==> config.mk <==
export PLATFORM = sky130hd
export DESIGN_NAME = scpi_error_queue_status_clear
export DESIGN_NICKNAME = d
export VERILOG_FILES = /design/src/rtl/errq_pkg.sv /design/src/rtl/scpi_error_queue_status_clear.sv /design/src/rtl/errq_store.sv
export SDC_FILE = /design/constraint.sdc
export NUM_CORES = 1
export LEC_CHECK = 0
export ABC_AREA = 1
export BUFFER_PORTS_ARGS = -buffer_cell sky130_fd_sc_hd__buf_2
export CORE_ASPECT_RATIO = 0.7
export CORE_MARGIN = 3
export CORE_UTILIZATION = 25
export DETAILED_ROUTE_END_ITERATION = 8
export GPL_TIMING_DRIVEN = 0
export PLACE_DENSITY_LB_ADDON = 0.12
export SLEW_MARGIN = 10
export SYNTH_ARGS = -nofsm -noshare
export SYNTH_HDL_FRONTEND = slang
export SYNTH_SLANG_ARGS = --single-unit
==> constraint.sdc <==
create_clock -name clk -period 7.4 [get_ports clk]
set_input_delay 1.48 -clock clk [delete_from_list [all_inputs] [get_ports clk]]
set_output_delay 1.48 -clock clk [all_outputs]
set_load 0.05 [all_outputs]
==> src/rtl/errq_pkg.sv <==
// errq_pkg: constants and types shared by the error queue and its storage
// assumes a single 200 MHz clock domain
`default_nettype none
package errq_pkg;
  localparam int unsigned QUEUE_DEPTH = 10;
  localparam int unsigned PTR_W       = 4;
  localparam int unsigned CODE_W      = 16;
  // error codes, two's complement
  localparam logic [15:0] CODE_NO_ERROR       = 16'h0000;
  localparam logic [15:0] CODE_QUEUE_OVERFLOW = 16'hFEB6; // -330
  localparam logic [15:0] CODE_HDR_SEPARATOR  = 16'hFF91; // -111
  localparam logic [15:0] CODE_HDR_TOO_LONG   = 16'hFF90; // -112
  localparam logic [15:0] CODE_HDR_UNDEFINED  = 16'hFF8F; // -113
  localparam logic [15:0] CODE_NUM_BAD_CHAR   = 16'hFF87; // -121
  localparam logic [15:0] CODE_NUM_EXPONENT   = 16'hFF85; // -123
  localparam logic [15:0] CODE_NUM_DIGITS     = 16'hFF84; // -124
  localparam logic [15:0] CODE_CHR_INVALID    = 16'hFF73; // -141
  localparam logic [15:0] CODE_CHR_TOO_LONG   = 16'hFF70; // -144
  localparam logic [15:0] CODE_PAR_RANGE      = 16'hFF23; // -221
  localparam logic [15:0] CODE_PAR_ILLEGAL    = 16'hFF21; // -223
  localparam logic [15:0] CODE_QRY_UNTERM     = 16'hFE66; // -410
  localparam logic [15:0] CODE_QRY_DEADLOCK   = 16'hFE5C; // -420
  localparam logic [15:0] CODE_QRY_INDEF      = 16'hFE48; // -440
  localparam logic [15:0] CODE_READ_OVERFLOW  = 16'h012D; // +301
  localparam logic [15:0] CODE_PULSE_TIMEOUT  = 16'h012E; // +302
  localparam logic [15:0] CODE_BUFFER_FULL    = 16'h0136; // +310
  localparam logic [15:0] CODE_CURR_LIMIT     = 16'h0140; // +320
  localparam logic [15:0] CODE_CURR_TRIPPED   = 16'h0141; // +321
  localparam logic [15:0] CODE_OVER_TEMP      = 16'h0199; // +409
  localparam logic [15:0] CODE_OVER_VOLTAGE   = 16'h019A; // +410
  localparam logic [15:0] CODE_POWERON_LOST   = 16'h0200; // +512
  localparam logic [15:0] CODE_DCCAL_LOST     = 16'h0202; // +514
  localparam logic [15:0] CODE_CALDATE_LOST   = 16'h0203; // +515
  // fault sources, one-hot position in the fault strobe vector
  localparam int unsigned NUM_FAULTS = 23;
  localparam int unsigned OPC_BIT    = 0;
  localparam logic [7:0] EVENT_RESET = 8'h00;
  localparam logic [15:0] OPC_REPLY  = 16'h0001;
  typedef enum logic [1:0] {
    CMD_NONE, CMD_CLEAR_STATUS, CMD_OPC, CMD_OPC_QUERY
  } status_cmd_e;
  typedef enum logic [1:0] {
    CMD_OTHER, CMD_SYSTEM_CLEAR, CMD_INSTRUMENT_RESET
  } queue_cmd_e;
  typedef enum {OPC_IDLE, OPC_WAIT_SET, OPC_WAIT_REPLY} opc_state_e;
endpackage
`default_nettype wire

==> src/rtl/scpi_error_queue_status_clear.sv <==
// scpi_error_queue_status_clear: error queue, event registers and opc logic
// assumes a command decoder on the same clock delivering one-cycle strobes
// What this block does
// - clear-status zeroes status summary and standard, operation, meas, quest events
// - opc query answers 1 only after pending operations have finished
// - error entries come back oldest first
// - each read of an entry removes it from the queue
// - at most ten entries; the next error overwrites newest with overflow
// - after overflow is stored, further errors are dropped until cleared
// - reading an empty queue returns +000 and changes nothing
// - system-clear or power-up empties the whole queue
// - instrument reset leaves the queue untouched
// - header faults log -111, -112, -113
// - out-of-range parameter logs -221, illegal value logs -223
// - numeric faults log -121, -123, -124
// - character faults log -141 and -144
// - query faults log -410, -420, -440
// - measurement events log +301, +302, +310
// - protection events log +320, +321, +409, +410
// - lost nonvolatile content logs +512, +514, +515
// - reading the standard event register clears it after returning it
`default_nettype none
module scpi_error_queue_status_clear
  import errq_pkg::*;
(
  // clock and reset
  input  wire logic                  clk,
  input  wire logic                  reset,
  // commands from the decoder
  input  wire status_cmd_e           status_cmd,
  input  wire queue_cmd_e            queue_cmd,
  input  wire logic                  pending_busy,
  // fault and event reports, one-cycle strobes, only the lowest index is logged
  input  wire logic [NUM_FAULTS-1:0] fault_strobe,
  // raw event sources for the standard and other event registers and the summary
  input  wire logic [7:0]            std_event_set,
  input  wire logic [7:0]            oper_event_set,
  input  wire logic [7:0]            meas_event_set,
  input  wire logic [7:0]            quest_event_set,
  input  wire logic                  summary_set,
  // error queue read
  input  wire logic                  err_read_req,
  output logic                       err_read_ack,
  output logic      [CODE_W-1:0]     err_read_code,
  // standard event register read
  input  wire logic                  std_read_req,
  output logic                       std_read_ack,
  output logic      [7:0]            std_read_value,
  // opc query reply to output queue
  output logic                       opc_reply_valid,
  output logic      [CODE_W-1:0]     opc_reply_value,
  // event register and status views
  output logic      [7:0]            oper_event,
  output logic      [7:0]            meas_event,
  output logic      [7:0]            quest_event,
  output logic                       status_summary,
  output logic      [PTR_W-1:0]      err_count
);
  typedef struct packed {
    opc_state_e         opc_st;
    logic [7:0]         std_ev;
    logic [7:0]         oper_ev;
    logic [7:0]         meas_ev;
    logic [7:0]         quest_ev;
    logic               summary;
    logic               locked;
    logic               err_ack;
    logic [CODE_W-1:0]  err_code;
    logic               std_ack;
    logic [7:0]         std_val;
    logic               opc_valid;
  } ctl_s;
  ctl_s ctl_reg;
  ctl_s ctl_next;

  logic [CODE_W-1:0] head_code;
  logic [PTR_W-1:0]  count;
  logic              q_clear;
  logic              q_push;
  logic              q_pop;
  logic              q_replace;
  logic [CODE_W-1:0] q_code;
  logic              fault_any;
  logic [CODE_W-1:0] fault_code;

  // lowest strobed source wins when several arrive together
  function automatic logic [CODE_W-1:0] code_of(input int unsigned idx);
    case (idx)
      0:  return CODE_HDR_SEPARATOR;
      1:  return CODE_HDR_TOO_LONG;
      2:  return CODE_HDR_UNDEFINED;
      3:  return CODE_PAR_RANGE;
      4:  return CODE_PAR_ILLEGAL;
      5:  return CODE_NUM_BAD_CHAR;
      6:  return CODE_NUM_EXPONENT;
      7:  return CODE_NUM_DIGITS;
      8:  return CODE_CHR_INVALID;
      9:  return CODE_CHR_TOO_LONG;
      10: return CODE_QRY_UNTERM;
      11: return CODE_QRY_DEADLOCK;
      12: return CODE_QRY_INDEF;
      13: return CODE_READ_OVERFLOW;
      14: return CODE_PULSE_TIMEOUT;
      15: return CODE_BUFFER_FULL;
      16: return CODE_CURR_LIMIT;
      17: return CODE_CURR_TRIPPED;
      18: return CODE_OVER_TEMP;
      19: return CODE_OVER_VOLTAGE;
      20: return CODE_POWERON_LOST;
      21: return CODE_DCCAL_LOST;
      22: return CODE_CALDATE_LOST;
      default: return CODE_NO_ERROR;
    endcase
  endfunction

  always_comb begin
    fault_any  = 1'b0;
    fault_code = CODE_NO_ERROR;
    for (int i = NUM_FAULTS - 1; i >= 0; i--) begin
      if (fault_strobe[i]) begin
        fault_any  = 1'b1;
        fault_code = code_of(i);
      end
    end
  end

  // queue control
  always_comb begin
    q_clear   = (queue_cmd == CMD_SYSTEM_CLEAR);
    q_pop     = err_read_req && !ctl_reg.err_ack
                && count != '0 && !q_clear;
    q_push    = 1'b0;
    q_replace = 1'b0;
    q_code    = fault_code;
    if (fault_any && !q_clear && !ctl_reg.locked) begin
      if (count < PTR_W'(QUEUE_DEPTH) || q_pop) begin
        q_push = 1'b1;
      end else begin
        q_replace = 1'b1;
        q_code    = CODE_QUEUE_OVERFLOW;
      end
    end
  end

  errq_store u_store (
    .clk          (clk),
    .reset        (reset),
    .clear        (q_clear),
    .push         (q_push),
    .pop          (q_pop),
    .replace_last (q_replace),
    .push_code    (q_code),
    .head_code    (head_code),
    .count        (count)
  );

  always_comb begin
    ctl_next           = ctl_reg;
    ctl_next.err_ack   = 1'b0;
    ctl_next.std_ack   = 1'b0;
    ctl_next.opc_valid = 1'b0;
    // error queue read answer
    if (err_read_req && !ctl_reg.err_ack) begin
      ctl_next.err_ack  = 1'b1;
      ctl_next.err_code = (count != '0) ? head_code : CODE_NO_ERROR;
    end
    if (q_replace) ctl_next.locked = 1'b1;
    if (q_clear) ctl_next.locked = 1'b0;
    // event registers accumulate, set wins over clear
    ctl_next.oper_ev  = oper_event_set;
    ctl_next.meas_ev  = meas_event_set;
    ctl_next.quest_ev = quest_event_set;
    ctl_next.summary  = summary_set;
    if (status_cmd != CMD_CLEAR_STATUS) begin
      ctl_next.oper_ev  = ctl_reg.oper_ev | oper_event_set;
      ctl_next.meas_ev  = ctl_reg.meas_ev | meas_event_set;
      ctl_next.quest_ev = ctl_reg.quest_ev | quest_event_set;
      ctl_next.summary  = ctl_reg.summary | summary_set;
    end
    // standard event register: read returns then clears
    if (std_read_req && !ctl_reg.std_ack) begin
      ctl_next.std_ack = 1'b1;
      ctl_next.std_val = ctl_reg.std_ev;
      ctl_next.std_ev  = std_event_set;
    end else if (status_cmd == CMD_CLEAR_STATUS) begin
      ctl_next.std_ev  = std_event_set;
    end else begin
      ctl_next.std_ev  = ctl_reg.std_ev | std_event_set;
    end
    // operation complete handling
    case (ctl_reg.opc_st)
      OPC_IDLE: begin
        if (status_cmd == CMD_OPC) ctl_next.opc_st = OPC_WAIT_SET;
        if (status_cmd == CMD_OPC_QUERY) ctl_next.opc_st = OPC_WAIT_REPLY;
      end
      OPC_WAIT_SET: begin
        if (!pending_busy) begin
          ctl_next.std_ev[OPC_BIT] = 1'b1;
          ctl_next.opc_st          = OPC_IDLE;
        end
      end
      OPC_WAIT_REPLY: begin
        if (!pending_busy) begin
          ctl_next.opc_valid = 1'b1;
          ctl_next.opc_st    = OPC_IDLE;
        end
      end
      default: ctl_next.opc_st = OPC_IDLE;
    endcase
  end

  always_ff @(posedge clk) begin
    if (reset) begin
      ctl_reg          <= '0;
      ctl_reg.opc_st   <= OPC_IDLE;
      ctl_reg.std_ev   <= EVENT_RESET;
      ctl_reg.err_code <= CODE_NO_ERROR;
    end else begin
      ctl_reg <= ctl_next;
    end
  end

  assign err_read_ack    = ctl_reg.err_ack;
  assign err_read_code   = ctl_reg.err_code;
  assign std_read_ack    = ctl_reg.std_ack;
  assign std_read_value  = ctl_reg.std_val;
  assign opc_reply_valid = ctl_reg.opc_valid;
  assign opc_reply_value = OPC_REPLY;
  assign oper_event      = ctl_reg.oper_ev;
  assign meas_event      = ctl_reg.meas_ev;
  assign quest_event     = ctl_reg.quest_ev;
  assign status_summary  = ctl_reg.summary;
  assign err_count       = count;

  // checks
  empty_read_a: assert property (@(posedge clk) disable iff (reset)
    err_read_req && !err_read_ack && count == '0 && queue_cmd == CMD_OTHER
    && !fault_any |=> err_read_code == CODE_NO_ERROR && count == '0)
    else $error("empty read did not return no-error");
  read_pop_a: assert property (@(posedge clk) disable iff (reset)
    q_pop && !fault_any |=> count == $past(count) - 1'b1)
    else $error("read did not remove entry");
  depth_cap_a: assert property (@(posedge clk) disable iff (reset)
    count <= PTR_W'(QUEUE_DEPTH))
    else $error("queue exceeds ten entries");
  overflow_mark_a: assert property (@(posedge clk) disable iff (reset)
    q_replace |=> ctl_reg.locked)
    else $error("overflow did not lock queue");
  locked_drop_a: assert property (@(posedge clk) disable iff (reset)
    ctl_reg.locked && queue_cmd != CMD_SYSTEM_CLEAR && !q_pop
    |=> count == $past(count))
    else $error("error accepted while locked");
  sys_clear_a: assert property (@(posedge clk) disable iff (reset)
    queue_cmd == CMD_SYSTEM_CLEAR |=> count == '0)
    else $error("system clear left entries");
  rst_keep_a: assert property (@(posedge clk) disable iff (reset)
    queue_cmd == CMD_INSTRUMENT_RESET && !fault_any && !q_pop
    |=> count == $past(count))
    else $error("instrument reset changed queue");
  cls_zero_a: assert property (@(posedge clk) disable iff (reset)
    status_cmd == CMD_CLEAR_STATUS && oper_event_set == '0
    && quest_event_set == '0 |=> oper_event == '0 && quest_event == '0)
    else $error("clear status left events");
  opc_wait_a: assert property (@(posedge clk) disable iff (reset)
    opc_reply_valid |-> !$past(pending_busy))
    else $error("opc reply while busy");
  std_clear_a: assert property (@(posedge clk) disable iff (reset)
    std_read_req && !std_read_ack && std_event_set == '0
    && ctl_reg.opc_st != OPC_WAIT_SET |=> ctl_reg.std_ev == '0)
    else $error("standard event not cleared on read");

  // reset and handshake checks
  reset_clear_a: assert property (@(posedge clk)
    reset
    |=> count == '0 && ctl_reg.std_ev == '0 && !status_summary)
    else $error("reset left state behind");
  ack_pulse_a: assert property (@(posedge clk) disable iff (reset)
    err_read_ack
    |=> !err_read_ack)
    else $error("error read ack held too long");
  std_pulse_a: assert property (@(posedge clk) disable iff (reset)
    std_read_ack
    |=> !std_read_ack)
    else $error("event read ack held too long");
  std_value_a: assert property (@(posedge clk) disable iff (reset)
    std_read_req && !std_read_ack
    |=> std_read_value == $past(ctl_reg.std_ev))
    else $error("event read returned wrong value");

  // queue checks
  fifo_head_a: assert property (@(posedge clk) disable iff (reset)
    q_pop
    |=> err_read_code == $past(head_code))
    else $error("read did not return oldest entry");
  push_count_a: assert property (@(posedge clk) disable iff (reset)
    q_push && !q_pop
    |=> count == $past(count) + 1'b1)
    else $error("logged error not added");
  full_replace_a: assert property (@(posedge clk) disable iff (reset)
    q_replace
    |=> count == PTR_W'(QUEUE_DEPTH))
    else $error("overflow changed entry count");
  unlock_a: assert property (@(posedge clk) disable iff (reset)
    q_clear
    |=> !ctl_reg.locked)
    else $error("system clear left queue locked");
  rst_lock_a: assert property (@(posedge clk) disable iff (reset)
    queue_cmd == CMD_INSTRUMENT_RESET && !q_replace
    |=> ctl_reg.locked == $past(ctl_reg.locked))
    else $error("instrument reset changed lock");

  // logged code checks
  hdr_code_a: assert property (@(posedge clk) disable iff (reset)
    fault_strobe[0] && count == '0 && !q_clear && !ctl_reg.locked
    |=> head_code == CODE_HDR_SEPARATOR)
    else $error("header fault logged with wrong code");
  prot_code_a: assert property (@(posedge clk) disable iff (reset)
    fault_strobe[19] && fault_strobe[18:0] == '0 && count == '0
    && !q_clear && !ctl_reg.locked |=> head_code == CODE_OVER_VOLTAGE)
    else $error("protection event logged with wrong code");
  nvm_code_a: assert property (@(posedge clk) disable iff (reset)
    fault_strobe[22] && fault_strobe[21:0] == '0 && count == '0
    && !q_clear && !ctl_reg.locked |=> head_code == CODE_CALDATE_LOST)
    else $error("lost content logged with wrong code");

  // status and opc checks
  cls_summary_a: assert property (@(posedge clk) disable iff (reset)
    status_cmd == CMD_CLEAR_STATUS && !summary_set && meas_event_set == '0
    |=> !status_summary && meas_event == '0)
    else $error("clear status left summary or events");
  opc_hold_a: assert property (@(posedge clk) disable iff (reset)
    ctl_reg.opc_st == OPC_WAIT_SET && pending_busy
    |=> ctl_reg.opc_st == OPC_WAIT_SET)
    else $error("opc finished while busy");
  opc_set_a: assert property (@(posedge clk) disable iff (reset)
    ctl_reg.opc_st == OPC_WAIT_SET && !pending_busy
    |=> ctl_reg.std_ev[OPC_BIT] && ctl_reg.opc_st == OPC_IDLE)
    else $error("opc did not set complete bit");
  opc_reply_a: assert property (@(posedge clk) disable iff (reset)
    ctl_reg.opc_st == OPC_WAIT_REPLY && !pending_busy
    |=> opc_reply_valid && opc_reply_value == OPC_REPLY)
    else $error("opc query not answered");
  overflow_c: cover property (@(posedge clk) q_replace);
  opc_reply_c: cover property (@(posedge clk) opc_reply_valid);
  full_read_c: cover property (@(posedge clk)
    count == PTR_W'(QUEUE_DEPTH) ##1 q_pop);
  lock_clear_c: cover property (@(posedge clk) ctl_reg.locked && q_clear);
  opc_set_c: cover property (@(posedge clk)
    ctl_reg.opc_st == OPC_WAIT_SET && !pending_busy);
endmodule // scpi_error_queue_status_clear
`default_nettype wire

==> src/rtl/errq_store.sv <==
// errq_store: ten-entry flip-flop storage for error codes, fifo order
// assumes the caller pushes when full only with a pop in the same cycle and never pops when empty
`default_nettype none
module errq_store
  import errq_pkg::*;
(
  // clock and reset
  input  wire logic              clk,
  input  wire logic              reset,
  // control
  input  wire logic              clear,
  input  wire logic              push,
  input  wire logic              pop,
  input  wire logic              replace_last,
  input  wire logic [CODE_W-1:0] push_code,
  // status and head
  output logic      [CODE_W-1:0] head_code,
  output logic      [PTR_W-1:0]  count
);
  typedef struct packed {
    logic [QUEUE_DEPTH-1:0][CODE_W-1:0] mem;
    logic [PTR_W-1:0]                   rd;
    logic [PTR_W-1:0]                   cnt;
  } store_s;
  store_s st_reg;
  store_s st_next;

  function automatic logic [PTR_W-1:0] wrap_inc(input logic [PTR_W-1:0] p);
    return (p == PTR_W'(QUEUE_DEPTH - 1)) ? '0 : p + 1'b1;
  endfunction

  function automatic logic [PTR_W-1:0] slot(input logic [PTR_W-1:0] base,
                                            input logic [PTR_W-1:0] off);
    logic [PTR_W:0] s;
    s = {1'b0, base} + {1'b0, off};
    if (s >= (PTR_W+1)'(QUEUE_DEPTH)) s = s - (PTR_W+1)'(QUEUE_DEPTH);
    return s[PTR_W-1:0];
  endfunction

  always_comb begin
    st_next = st_reg;
    if (clear) begin
      st_next.rd  = '0;
      st_next.cnt = '0;
    end else begin
      if (replace_last && st_reg.cnt != '0)
        st_next.mem[slot(st_reg.rd, st_reg.cnt - 1'b1)] = push_code;
      else if (push)
        st_next.mem[slot(st_reg.rd, st_reg.cnt)] = push_code;
      if (pop) st_next.rd = wrap_inc(st_reg.rd);
      st_next.cnt = st_reg.cnt + PTR_W'(push) - PTR_W'(pop);
    end
  end

  always_ff @(posedge clk) begin
    if (reset) begin
      st_reg <= '0;
    end else begin
      st_reg <= st_next;
    end
  end

  assign head_code = st_reg.mem[st_reg.rd];
  assign count     = st_reg.cnt;
endmodule // errq_store
`default_nettype wire

# Yosys cells after proc, flatten, opt, wreduce, memory -nomap -nowiden
# Index checks and enable logic that the tools add are counted.
[totals] reg_bits=261 input_bits=65 wordCells=162
[classes] addsub=8 order_cmp=8 n_eq_ne=10 muxes=83 bitwise=7 n_reduce_logical=22
[ops] operator="16-bit two-way mux" n=28
[ops] operator="160-bit bitwise mux" n=2
[ops] operator="160-bit two-way mux" n=2
[ops] operator="16-bit demux with 4-bit select" n=2
[ops] operator="32-bit two-way mux" n=3
[ops] operator="16-bit binary-select mux with 4-bit select" n=1
[ops] operator="32-bit case mux with 2 select lines" n=1
[ops] operator="32-bit by 1-bit equality test with 1-bit output, second input constant" n=1
[ops] operator="32-bit by 2-bit equality test with 1-bit output, second input constant" n=1
[ops] operator="32-bit logical NOT" n=1
[ops] operator="4-bit two-way mux" n=8
[ops] operator="8-bit OR" n=4
[ops] operator="1-bit two-way mux" n=30
[ops] operator="25-bit two-way mux" n=1
[ops] operator="17-bit two-way mux" n=1
[ops] operator="8-bit two-way mux" n=2
[ops] operator="4-bit by 5-bit < comparator with 1-bit output, second input constant" n=3
[ops] operator="4-bit by 4-bit adder with 5-bit output" n=2
[ops] operator="5-bit by 4-bit greater-or-equal comparator with 1-bit output, second input constant" n=2
[ops] operator="10-bit two-way mux" n=1
[ops] operator="1-bit logical AND" n=9
[ops] operator="9-bit two-way mux" n=1
[ops] operator="4-bit by 1-bit greater-or-equal comparator with 1-bit output, second input constant" n=2
[ops] operator="4-bit subtractor, second input constant" n=2
[ops] operator="other kinds (19)" n=28

# Longest topological paths before layout
# Gate-level depths: netlist of run 1.
[depth] word_depth=36 depth_mapped=22

# Modules after synthesis
# Synthesis of run 1 repeated with hierarchy kept, for this count alone.
[hier_totals] cells_unflattened=2079 hier_area_um2=13605.5
[by_module_without_submodules] mod="errq_store" instances=1 cells_per_inst=1631 area_each_um2=10395.0 seq_area_each_um2=3363.2
[by_module_without_submodules] mod="scpi_error_queue_status_clear" instances=1 cells_per_inst=448 area_each_um2=3210.6 seq_area_each_um2=1261.2

# Worst setup path after synthesis of run 1
# Ideal clock, no wire load.
[synth_path] path_type="register to register" from="register u_store.st_reg[5] (netlist bit)" to="register u_store.st_reg[41] (netlist bit)" setup_ns=0.114 arrival_time_ns=2.938 t_required_ns=7.286 path_slack_ns=4.348 path_stages_with_launch=18 n_path_buf=2 period_less_slack_ns=3.052 path_cell_list="dfxtp_1 clkbuf_1 clkinv_1 fa_1 inv_1 nand2_1 nand2_1 ha_1 nand2_1 nand3_2 nand3b_1 nand2_1 nand2_1 o21ai_4 nand3_4 buf_6 nor2_1 nor2_1"
[synth_via] elab_chain_len=13 word_cells_on_any_way=27 classes_between="add/sub: 4; order compare: 6; mux: 15; reduce/logical: 2"
[synth_lines] element="start, declared" line_no="errq_store.sv:25" source="store_s st_reg;"
[synth_lines] element="start signal, assigned" line_no="errq_store.sv:59" source="st_reg <= st_next;"
[synth_lines] element="4-bit by 4-bit adder with 5-bit output" line_no="errq_store.sv:35" source="s = {1'b0, base} + {1'b0, off};"
[synth_lines] element="4-bit subtractor / 5-bit by 4-bit greater-or-equal comparator with 1-bit output (equally long branches)" line_no="errq_store.sv:36" source="if (s >= (PTR_W+1)'(QUEUE_DEPTH)) s = s - (PTR_W+1)'(QUEUE_DEPTH);"
[synth_lines] element="4-bit two-way mux" line_no="errq_store.sv:36"
[synth_lines] element="4-bit two-way mux" line_no="errq_store.sv:48" source="else if (push)"
[synth_lines] element="4-bit two-way mux" line_no="errq_store.sv:46" source="if (replace_last && st_reg.cnt != '0)"
[synth_lines] element="4-bit two-way mux" line_no="errq_store.sv:42" source="if (clear) begin"
[synth_lines] element="4-bit by 5-bit < comparator with 1-bit output (not written as such) / 4-bit by 1-bit greater-or-equal comparator with 1-bit output (equally long branches)" line_no="errq_store.sv:49" source="st_next.mem[slot(st_reg.rd, st_reg.cnt)] = push_code;"
[synth_lines] element="1-bit logical AND (not written as such)" line_no="errq_store.sv:49"
[synth_lines] element="16-bit two-way mux (not written as such)" line_no="errq_store.sv:49"
[synth_lines] element="16-bit demux with 4-bit select"
[synth_lines] element="160-bit bitwise mux" line_no="errq_store.sv:49"
[synth_lines] element="160-bit two-way mux" line_no="errq_store.sv:48"
[synth_lines] element="160-bit two-way mux (*)" line_no="errq_store.sv:46"
# Every way passes the cells marked *; elsewhere a longest branch is shown, timed or not. The select of a mux whose other input is x is not followed.
# A chain may end at the register's enable or synchronous reset.

# Worst setup path in the final report of run 1
[layout_path] from="register u_store.st_reg[5] (netlist bit)" to="register u_store.st_reg[80] (netlist bit)"
# Same word-level chain as after synthesis.

==> results.json, run 1 <==
{
  "dr.pass1.iters": 5,
  "layout_min_cycle_time_ns": 4.24,
  "vdd_drop_max_mv": 0.153,
  "ys_async_sr_fraction_pct": 0,
  "finalHoldViolations": 0,
  "overflow": 0,
  "synth_flop_cell": "dfxtp_1",
  "start_util_pct": 25.8,
  "crit_path_top_delay_cell": "clkbuf_1",
  "grt_max_degree": 17,
  "die_area_mm2": 0.0415,
  "synth_area_mm2": 0.00976,
  "drtAntennaViolNets": 0,
  "cts_tree": "done",
  "finClkSkew_ns": 0.0130,
  "ys_seq_area_share_pct": 36.1,
  "setup_violations": 0,
  "drive_above_1_share_pct": 20.0,
  "yosysWarnings": 0,
  "grt_pass1_wl_um": 53800,
  "cpMostUsedCell": "nand2_1",
  "cts_root_buf": "clkbuf_16",
  "syn_inst": 1412,
  "h-tree-depth": 4,
  "antenna_cells": 0,
  "antenna_found_initial": 1,
  "place_hpwl_um": 27700,
  "crit_start": "u_store.st_reg[5]",
  "tightest_slew_ns": 0.970,
  "clock-sinks": 176,
  "final.period_utilization_pct": 57.4,
  "dieWidth_um": 242,
  "die_y_um": 171,
  "hold_slack_ns": 0.456,
  "worstSetupEndpointType": "flop",
  "grt_util_met1_pct": 26.4,
  "relSlewSlack_pct": 34.8,
  "p_per_area_mw_per_mm2": 363,
  "use_met3_pct": 4.64,
  "cts.clk_slew.worst_paths_ns": 0.08,
  "post_cts_buffers": 0,
  "cts_hold_buf": 0,
  "areaGrowthSynthToFinish_pct": 19.4,
  "port_buffers": 120,
  "nets": 1657,
  "clockBufferDepth": 2,
  "numCtsBuffers": 17,
  "rsz0062_at_grt": "false",
  "vias": 9395,
  "drv_cap": 0,
  "synth_edf_count": 0,
  "fmax_ghz": 0.236,
  "busiest_layer": "met1",
  "fillCellCount": 4199,
  "grtUsageTotal_pct": 17.2,
  "r2r_start": "u_store.st_reg[5]",
  "cp-start-kind": "flop",
  "cp_max_fo": 10,
  "rows": 59,
  "ys_ff_latch": 176,
  "grt_use_met2_pct": 23.9,
  "finalMaxSlewViolations": 0,
  "vias_per_cell": 4.48,
  "drc": 0,
  "status": "finished clean",
  "io_pins": 137,
  "cpPeakStageDelay_ns": 0.65,
  "layout_setup_ws_ns": 3.16,
  "wire_per_inst_um": 17.1,
  "leakagePower_uw": 0.00543,
  "setup.worst_path.class": "flop to flop",
  "placement.setup.worst_slack_ns": 3.22,
  "synth_cell_types": 51,
  "drtIter0Drc": 827,
  "syn_avg_cell_area_um2": 6.91,
  "largest_register_ffs": 114,
  "worstPathCellList": "clkbuf_1 > clkinv_1 > fa_1 > nand2_1 > nand2_1 > ha_1 > nand2_1 > nand3_2 > nand2_2 > nand2_1 > nand2_1 > nand2_1 > o21ai_2 > nand3_4 > buf_2 > a21oi_1 > nor2_1",
  "coreArea_mm2": 0.0378,
  "required_ns": 7.75,
  "grt_pass1_vias": 8839,
  "setup_tns_ns": 0,
  "wl_um": 35800,
  "worstHoldPathType": "flop to flop",
  "ctsResizeCount": 0,
  "clock_latency_ns": 0.45,
  "worstPathArrival_ns": 4.59,
  "place_congestion": 0.919,
  "min_from": "u_store.st_reg[65]"
}
## routing by layer
layer | routed length (um) | up-vias
met1 | 18700 | 4384
met5 | 0 | -
met2 | 14000 | 245
met3 | 2700 | 22
met4 | 340 | 0
li1 | - | 4744
## kinds of logic after synthesis
| family | share of synthesized area, % |
|---|---|
| buffers and inverters | 14.8 |
| AO/OA/AOI/OAI | 15.5 |
| AND/OR/NAND/NOR | 29.5 |
| flip-flops | 36.1 |
| XOR/XNOR | 0.359 |
| other | 0.0769 |
| adder cells (fa/ha/maj) | 3.69 |
## per-stage QoR
step | instance area, um2 | util [%] | cells | total power (uW)
2_1_floorplan | 9820 | - | 1426 | 2750
3_3_place_gp | 11100 | 29.3 | 2064 | 3270
3_5_place_dp | 11100 | 29.3 | 2064 | 3270
4_1_cts | 11700 | 30.8 | 2095 | 4230
5_1_grt | 11700 | 30.8 | 2095 | 4540
6_report | 11700 | 30.8 | 2095 | 4230
## critical path: cells and delay by family, from the launching register on
family | cells | cell delay (ns)
compound gates | 2 | 0.42
simple gates | 10 | 0.99
buf+inv | 3 | 1.45
fa+ha+maj | 2 | 0.78
flops | 1 | 0.48
## cell usage in the layout (no fill, tap or decap), types with 3 or more instances in the layout
cell	instances
o211ai_1	4
clkbuf_1	35
o2111ai_1	7
o21ai_0	66
xor2_1	3
buf_4	73
a32o_1	5
a21oi_4	3
ha_1	24
a22oi_1	8
fa_1	3
nand2_1	275
nand3_2	8
buf_2	124
nand3_1	43
nand3b_1	4
buf_6	11
nand2_4	8
o21ai_1	29
clkinv_2	4
a21oi_1	125
clkinvlp_4	4
nor2_2	10
nand2_2	23
bufinv_16	3
clkbuf_16	17
nor3_1	6
inv_2	8
conb_1	16
nand4_1	23
nor2_1	235
dfxtp_1	176
inv_1	152
nand3_4	5
clkinv_1	5
a221oi_1	3
## cells in the mapped netlist, drive strengths merged, types with 6 or more instances
cell type | number | area [um2]
a22oi | 8 | 60.1
buf | 89 | 696
nand3 | 56 | 383
dfxtp | 176 | 3520
o2111ai | 7 | 61.3
nand2 | 306 | 1270
a21oi | 130 | 692
inv | 160 | 601
o21ai | 99 | 526
clkbuf | 35 | 131
nor3 | 6 | 30.0
nor2 | 247 | 967
nand4 | 24 | 156
ha | 24 | 300
## report_power, final
part	leakage (uW)	switching [uW]	internal, uW
Sequential	0.00144	99.3	1130
Combinational	0.00371	1400	645
Clock	0.000281	423	529
## layout make-up
class | count | area [um2] | share of cell area [%]
flip-flops and latches | 176 | 3520 | 30.2
multi-input cells | 961 | 4850 | 41.6
plain buffers | 124 | 827 | 7.10
clock inverters | 14 | 166 | 1.43
repair buffers | 120 | 601 | 5.15
well taps | 518 | 648 | 5.56
inverters | 165 | 619 | 5.31
clock buffers | 17 | 425 | 3.65
## worst paths after layout
path,endpoint,slack (ns),cells past startpoint
max,u_store.st_reg[80],3.16,17
min reg2reg,u_store.st_reg[65],0.46,2
min,u_store.st_reg[65],0.46,2
max reg2reg,u_store.st_reg[80],3.16,17
Power figures use the tool's default switching activity.
==> inputs of run 2 (changes only) <==
==> constraint.sdc (replaced) <==
create_clock -name clk -period 3.5 [get_ports clk]
set_input_delay 0.7 -clock clk [delete_from_list [all_inputs] [get_ports clk]]
set_output_delay 0.7 -clock clk [all_outputs]
set_load 0.05 [all_outputs]
==> run 2 against run 1 <==
Final area grew 0.77%. Sequential power grew 110%. First-iteration DRC count fell by 11%. Register-to-register slack lost 3.0 ns. Hold slack worse by 0.0050 ns. Core utilization increased by 0.24 points. Clock power rose by 110%. Global-route usage about the same. Setup slack worse by 3.0 ns. Critical endpoint unchanged. Largest cell class unchanged.
==> results.json, run 2 (synthesis results as in run 1) <==
{
  "dieWidth_um": 242,
  "die_y_um": 171,
  "start_util_pct": 25.8,
  "vdd_drop_max_mv": 0.324,
  "grtUsageTotal_pct": 17.2,
  "place_congestion": 0.919,
  "required_ns": 3.85,
  "largest_register_ffs": 114,
  "wl_um": 36000,
  "port_buffers": 120,
  "final_common_cell": "nand2_1",
  "cts_tree": "done",
  "die_area_mm2": 0.0415,
  "antenna_cells": 0,
  "vias": 9435,
  "drtAntennaViolNets": 0,
  "setup_tns_ns": 0,
  "rows": 59,
  "final_cell_mix": "274 x nand2_1, 235 x nor2_1, 172 x dfxtp_1",
  "drc": 0,
  "leakagePower_uw": 0.00546,
  "finalHoldViolations": 0,
  "cp_max_fo": 10,
  "overflow": 0,
  "drtIter0Drc": 736,
  "clock_latency_ns": 0.45,
  "setup_violations": 0,
  "cts.clk_slew.worst_paths_ns": 0.07,
  "grt_pass1_vias": 8842,
  "worstPathCellList": "ha_1 > fa_1 > inv_1 > ha_1 > nand2_2 > nand3_4 > nand2_4 > nand2_2 > nand2_2 > nor2_4 > nand3_2 > nand2_2 > nand3_4 > buf_4 > a21oi_1 > nor2_1",
  "clock-sinks": 176,
  "p_per_area_mw_per_mm2": 769,
  "fmax_ghz": 0.303,
  "drv_cap": 0,
  "grt_use_met2_pct": 23.9,
  "setup.worst_path.class": "flop to flop",
  "clockBufferDepth": 2,
  "nets": 1661,
  "cts_hold_buf": 0,
  "cp-start-kind": "flop",
  "finClkSkew_ns": 0.0124,
  "dr.pass1.iters": 5,
  "busiest_layer": "met1",
  "drive_above_1_share_pct": 20.8,
  "final.period_utilization_pct": 94.4,
  "worstSetupEndpointType": "flop",
  "cpMostUsedCell": "nand2_2",
  "timing.reg2reg.setup_slack_ns": 0.20,
  "crit_path_top_delay_cell": "dfxtp_2",
  "antenna_found_initial": 1,
  "relSlewSlack_pct": 38.4,
  "status": "finished clean",
  "finalMaxSlewViolations": 0,
  "worstHoldPathType": "input pin to flop",
  "grt_util_met1_pct": 26.4,
  "dp.cells": 2064,
  "place_hpwl_um": 27700,
  "areaGrowthSynthToFinish_pct": 20.3,
  "use_met3_pct": 4.64,
  "grt_pass1_wl_um": 53800,
  "grt_max_degree": 17,
  "hold_slack_ns": 0.451,
  "finalNonFillerCells": 2099,
  "vias_per_cell": 4.49,
  "postLayoutCoreUtil_pct": 31.1,
  "worstPathArrival_ns": 3.65,
  "layout_min_cycle_time_ns": 3.30,
  "cts_root_buf": "clkbuf_16",
  "wire_per_inst_um": 17.1,
  "numCtsBuffers": 17,
  "tightest_slew_ns": 0.924,
  "io_pins": 137,
  "cpPeakStageDelay_ns": 0.55,
  "h-tree-depth": 4,
  "coreArea_mm2": 0.0378
}
## run 2: cell count changes in the layout (fill, tap and decap cells not counted), moves of 2 or more
cell     previous run  this run
buf_4              73        77
dfxtp_2             0         3
buf_2             124       122
dfxtp_1           176       172
buf_6              11        14
## run 2: worst paths after layout
path,to,start,cells after the start
worst max-delay path,u_store.st_reg[80],u_store.st_reg[4],16
worst min-delay path,oper_event[5],oper_event_set[5],3
worst max register to register,u_store.st_reg[80],u_store.st_reg[4],16
worst min register to register,ctl_reg[27],ctl_reg[27],2
## run 2: timing repair
action	4_1_cts	5_1_grt
endpoints found under the setup margin	110	97
pin swaps	0	1
gates resized for setup	5	18
setup buffers	0	4
## run 2: per-stage QoR
step           instance area [um2]  setup slack (ns)  power (uW)
2_1_floorplan                 9820             0.448        5810
6_report                     11700             0.196        9030
3_5_place_dp                 11100            -0.676        6920
3_3_place_gp                 11100            -0.681        6900
4_1_cts                      11700           0.00467        8950
5_1_grt                      11700           -0.0249        9700
## run 2: routing by layer
| metal | vias up | wire [um] |
|---|---|---|
| met4 | 0 | 357 |
| met1 | 4418 | 18800 |
| met3 | 22 | 2650 |
| met2 | 246 | 14200 |
| li1 | 4749 | - |
| met5 | - | 0 |
## run 2: final cells by class
type / count / area, um2
sequential: 176 / 3530
timing repair buffer: 124 / 631
clock inverter: 14 / 166
buffer: 124 / 847
clock buffer: 17 / 425
inverter: 165 / 626
fill: 4199 / 26100
tap: 518 / 648
multi-input combinational: 961 / 4870
## run 2: power breakdown
| part | switching, uW | total, uW | leakage, uW | internal (uW) |
|---|---|---|---|---|
| Sequential | 207 | 2610 | 0.00144 | 2400 |
| Combinational | 3000 | 4410 | 0.00374 | 1400 |
| Clock | 897 | 2010 | 0.000281 | 1120 |
| Total | 4110 | 9030 | 0.00546 | 4920 |
## run 2: worst max-delay path: cells and delay by family, from the launching register on
family,cells,cell delay (ns)
AND/OR/NAND/NOR,10,1.09
adder cells (fa/ha/maj),3,0.95
flip-flops,1,0.55
buffers and inverters,2,0.40
AO/OA/AOI/OAI,1,0.18
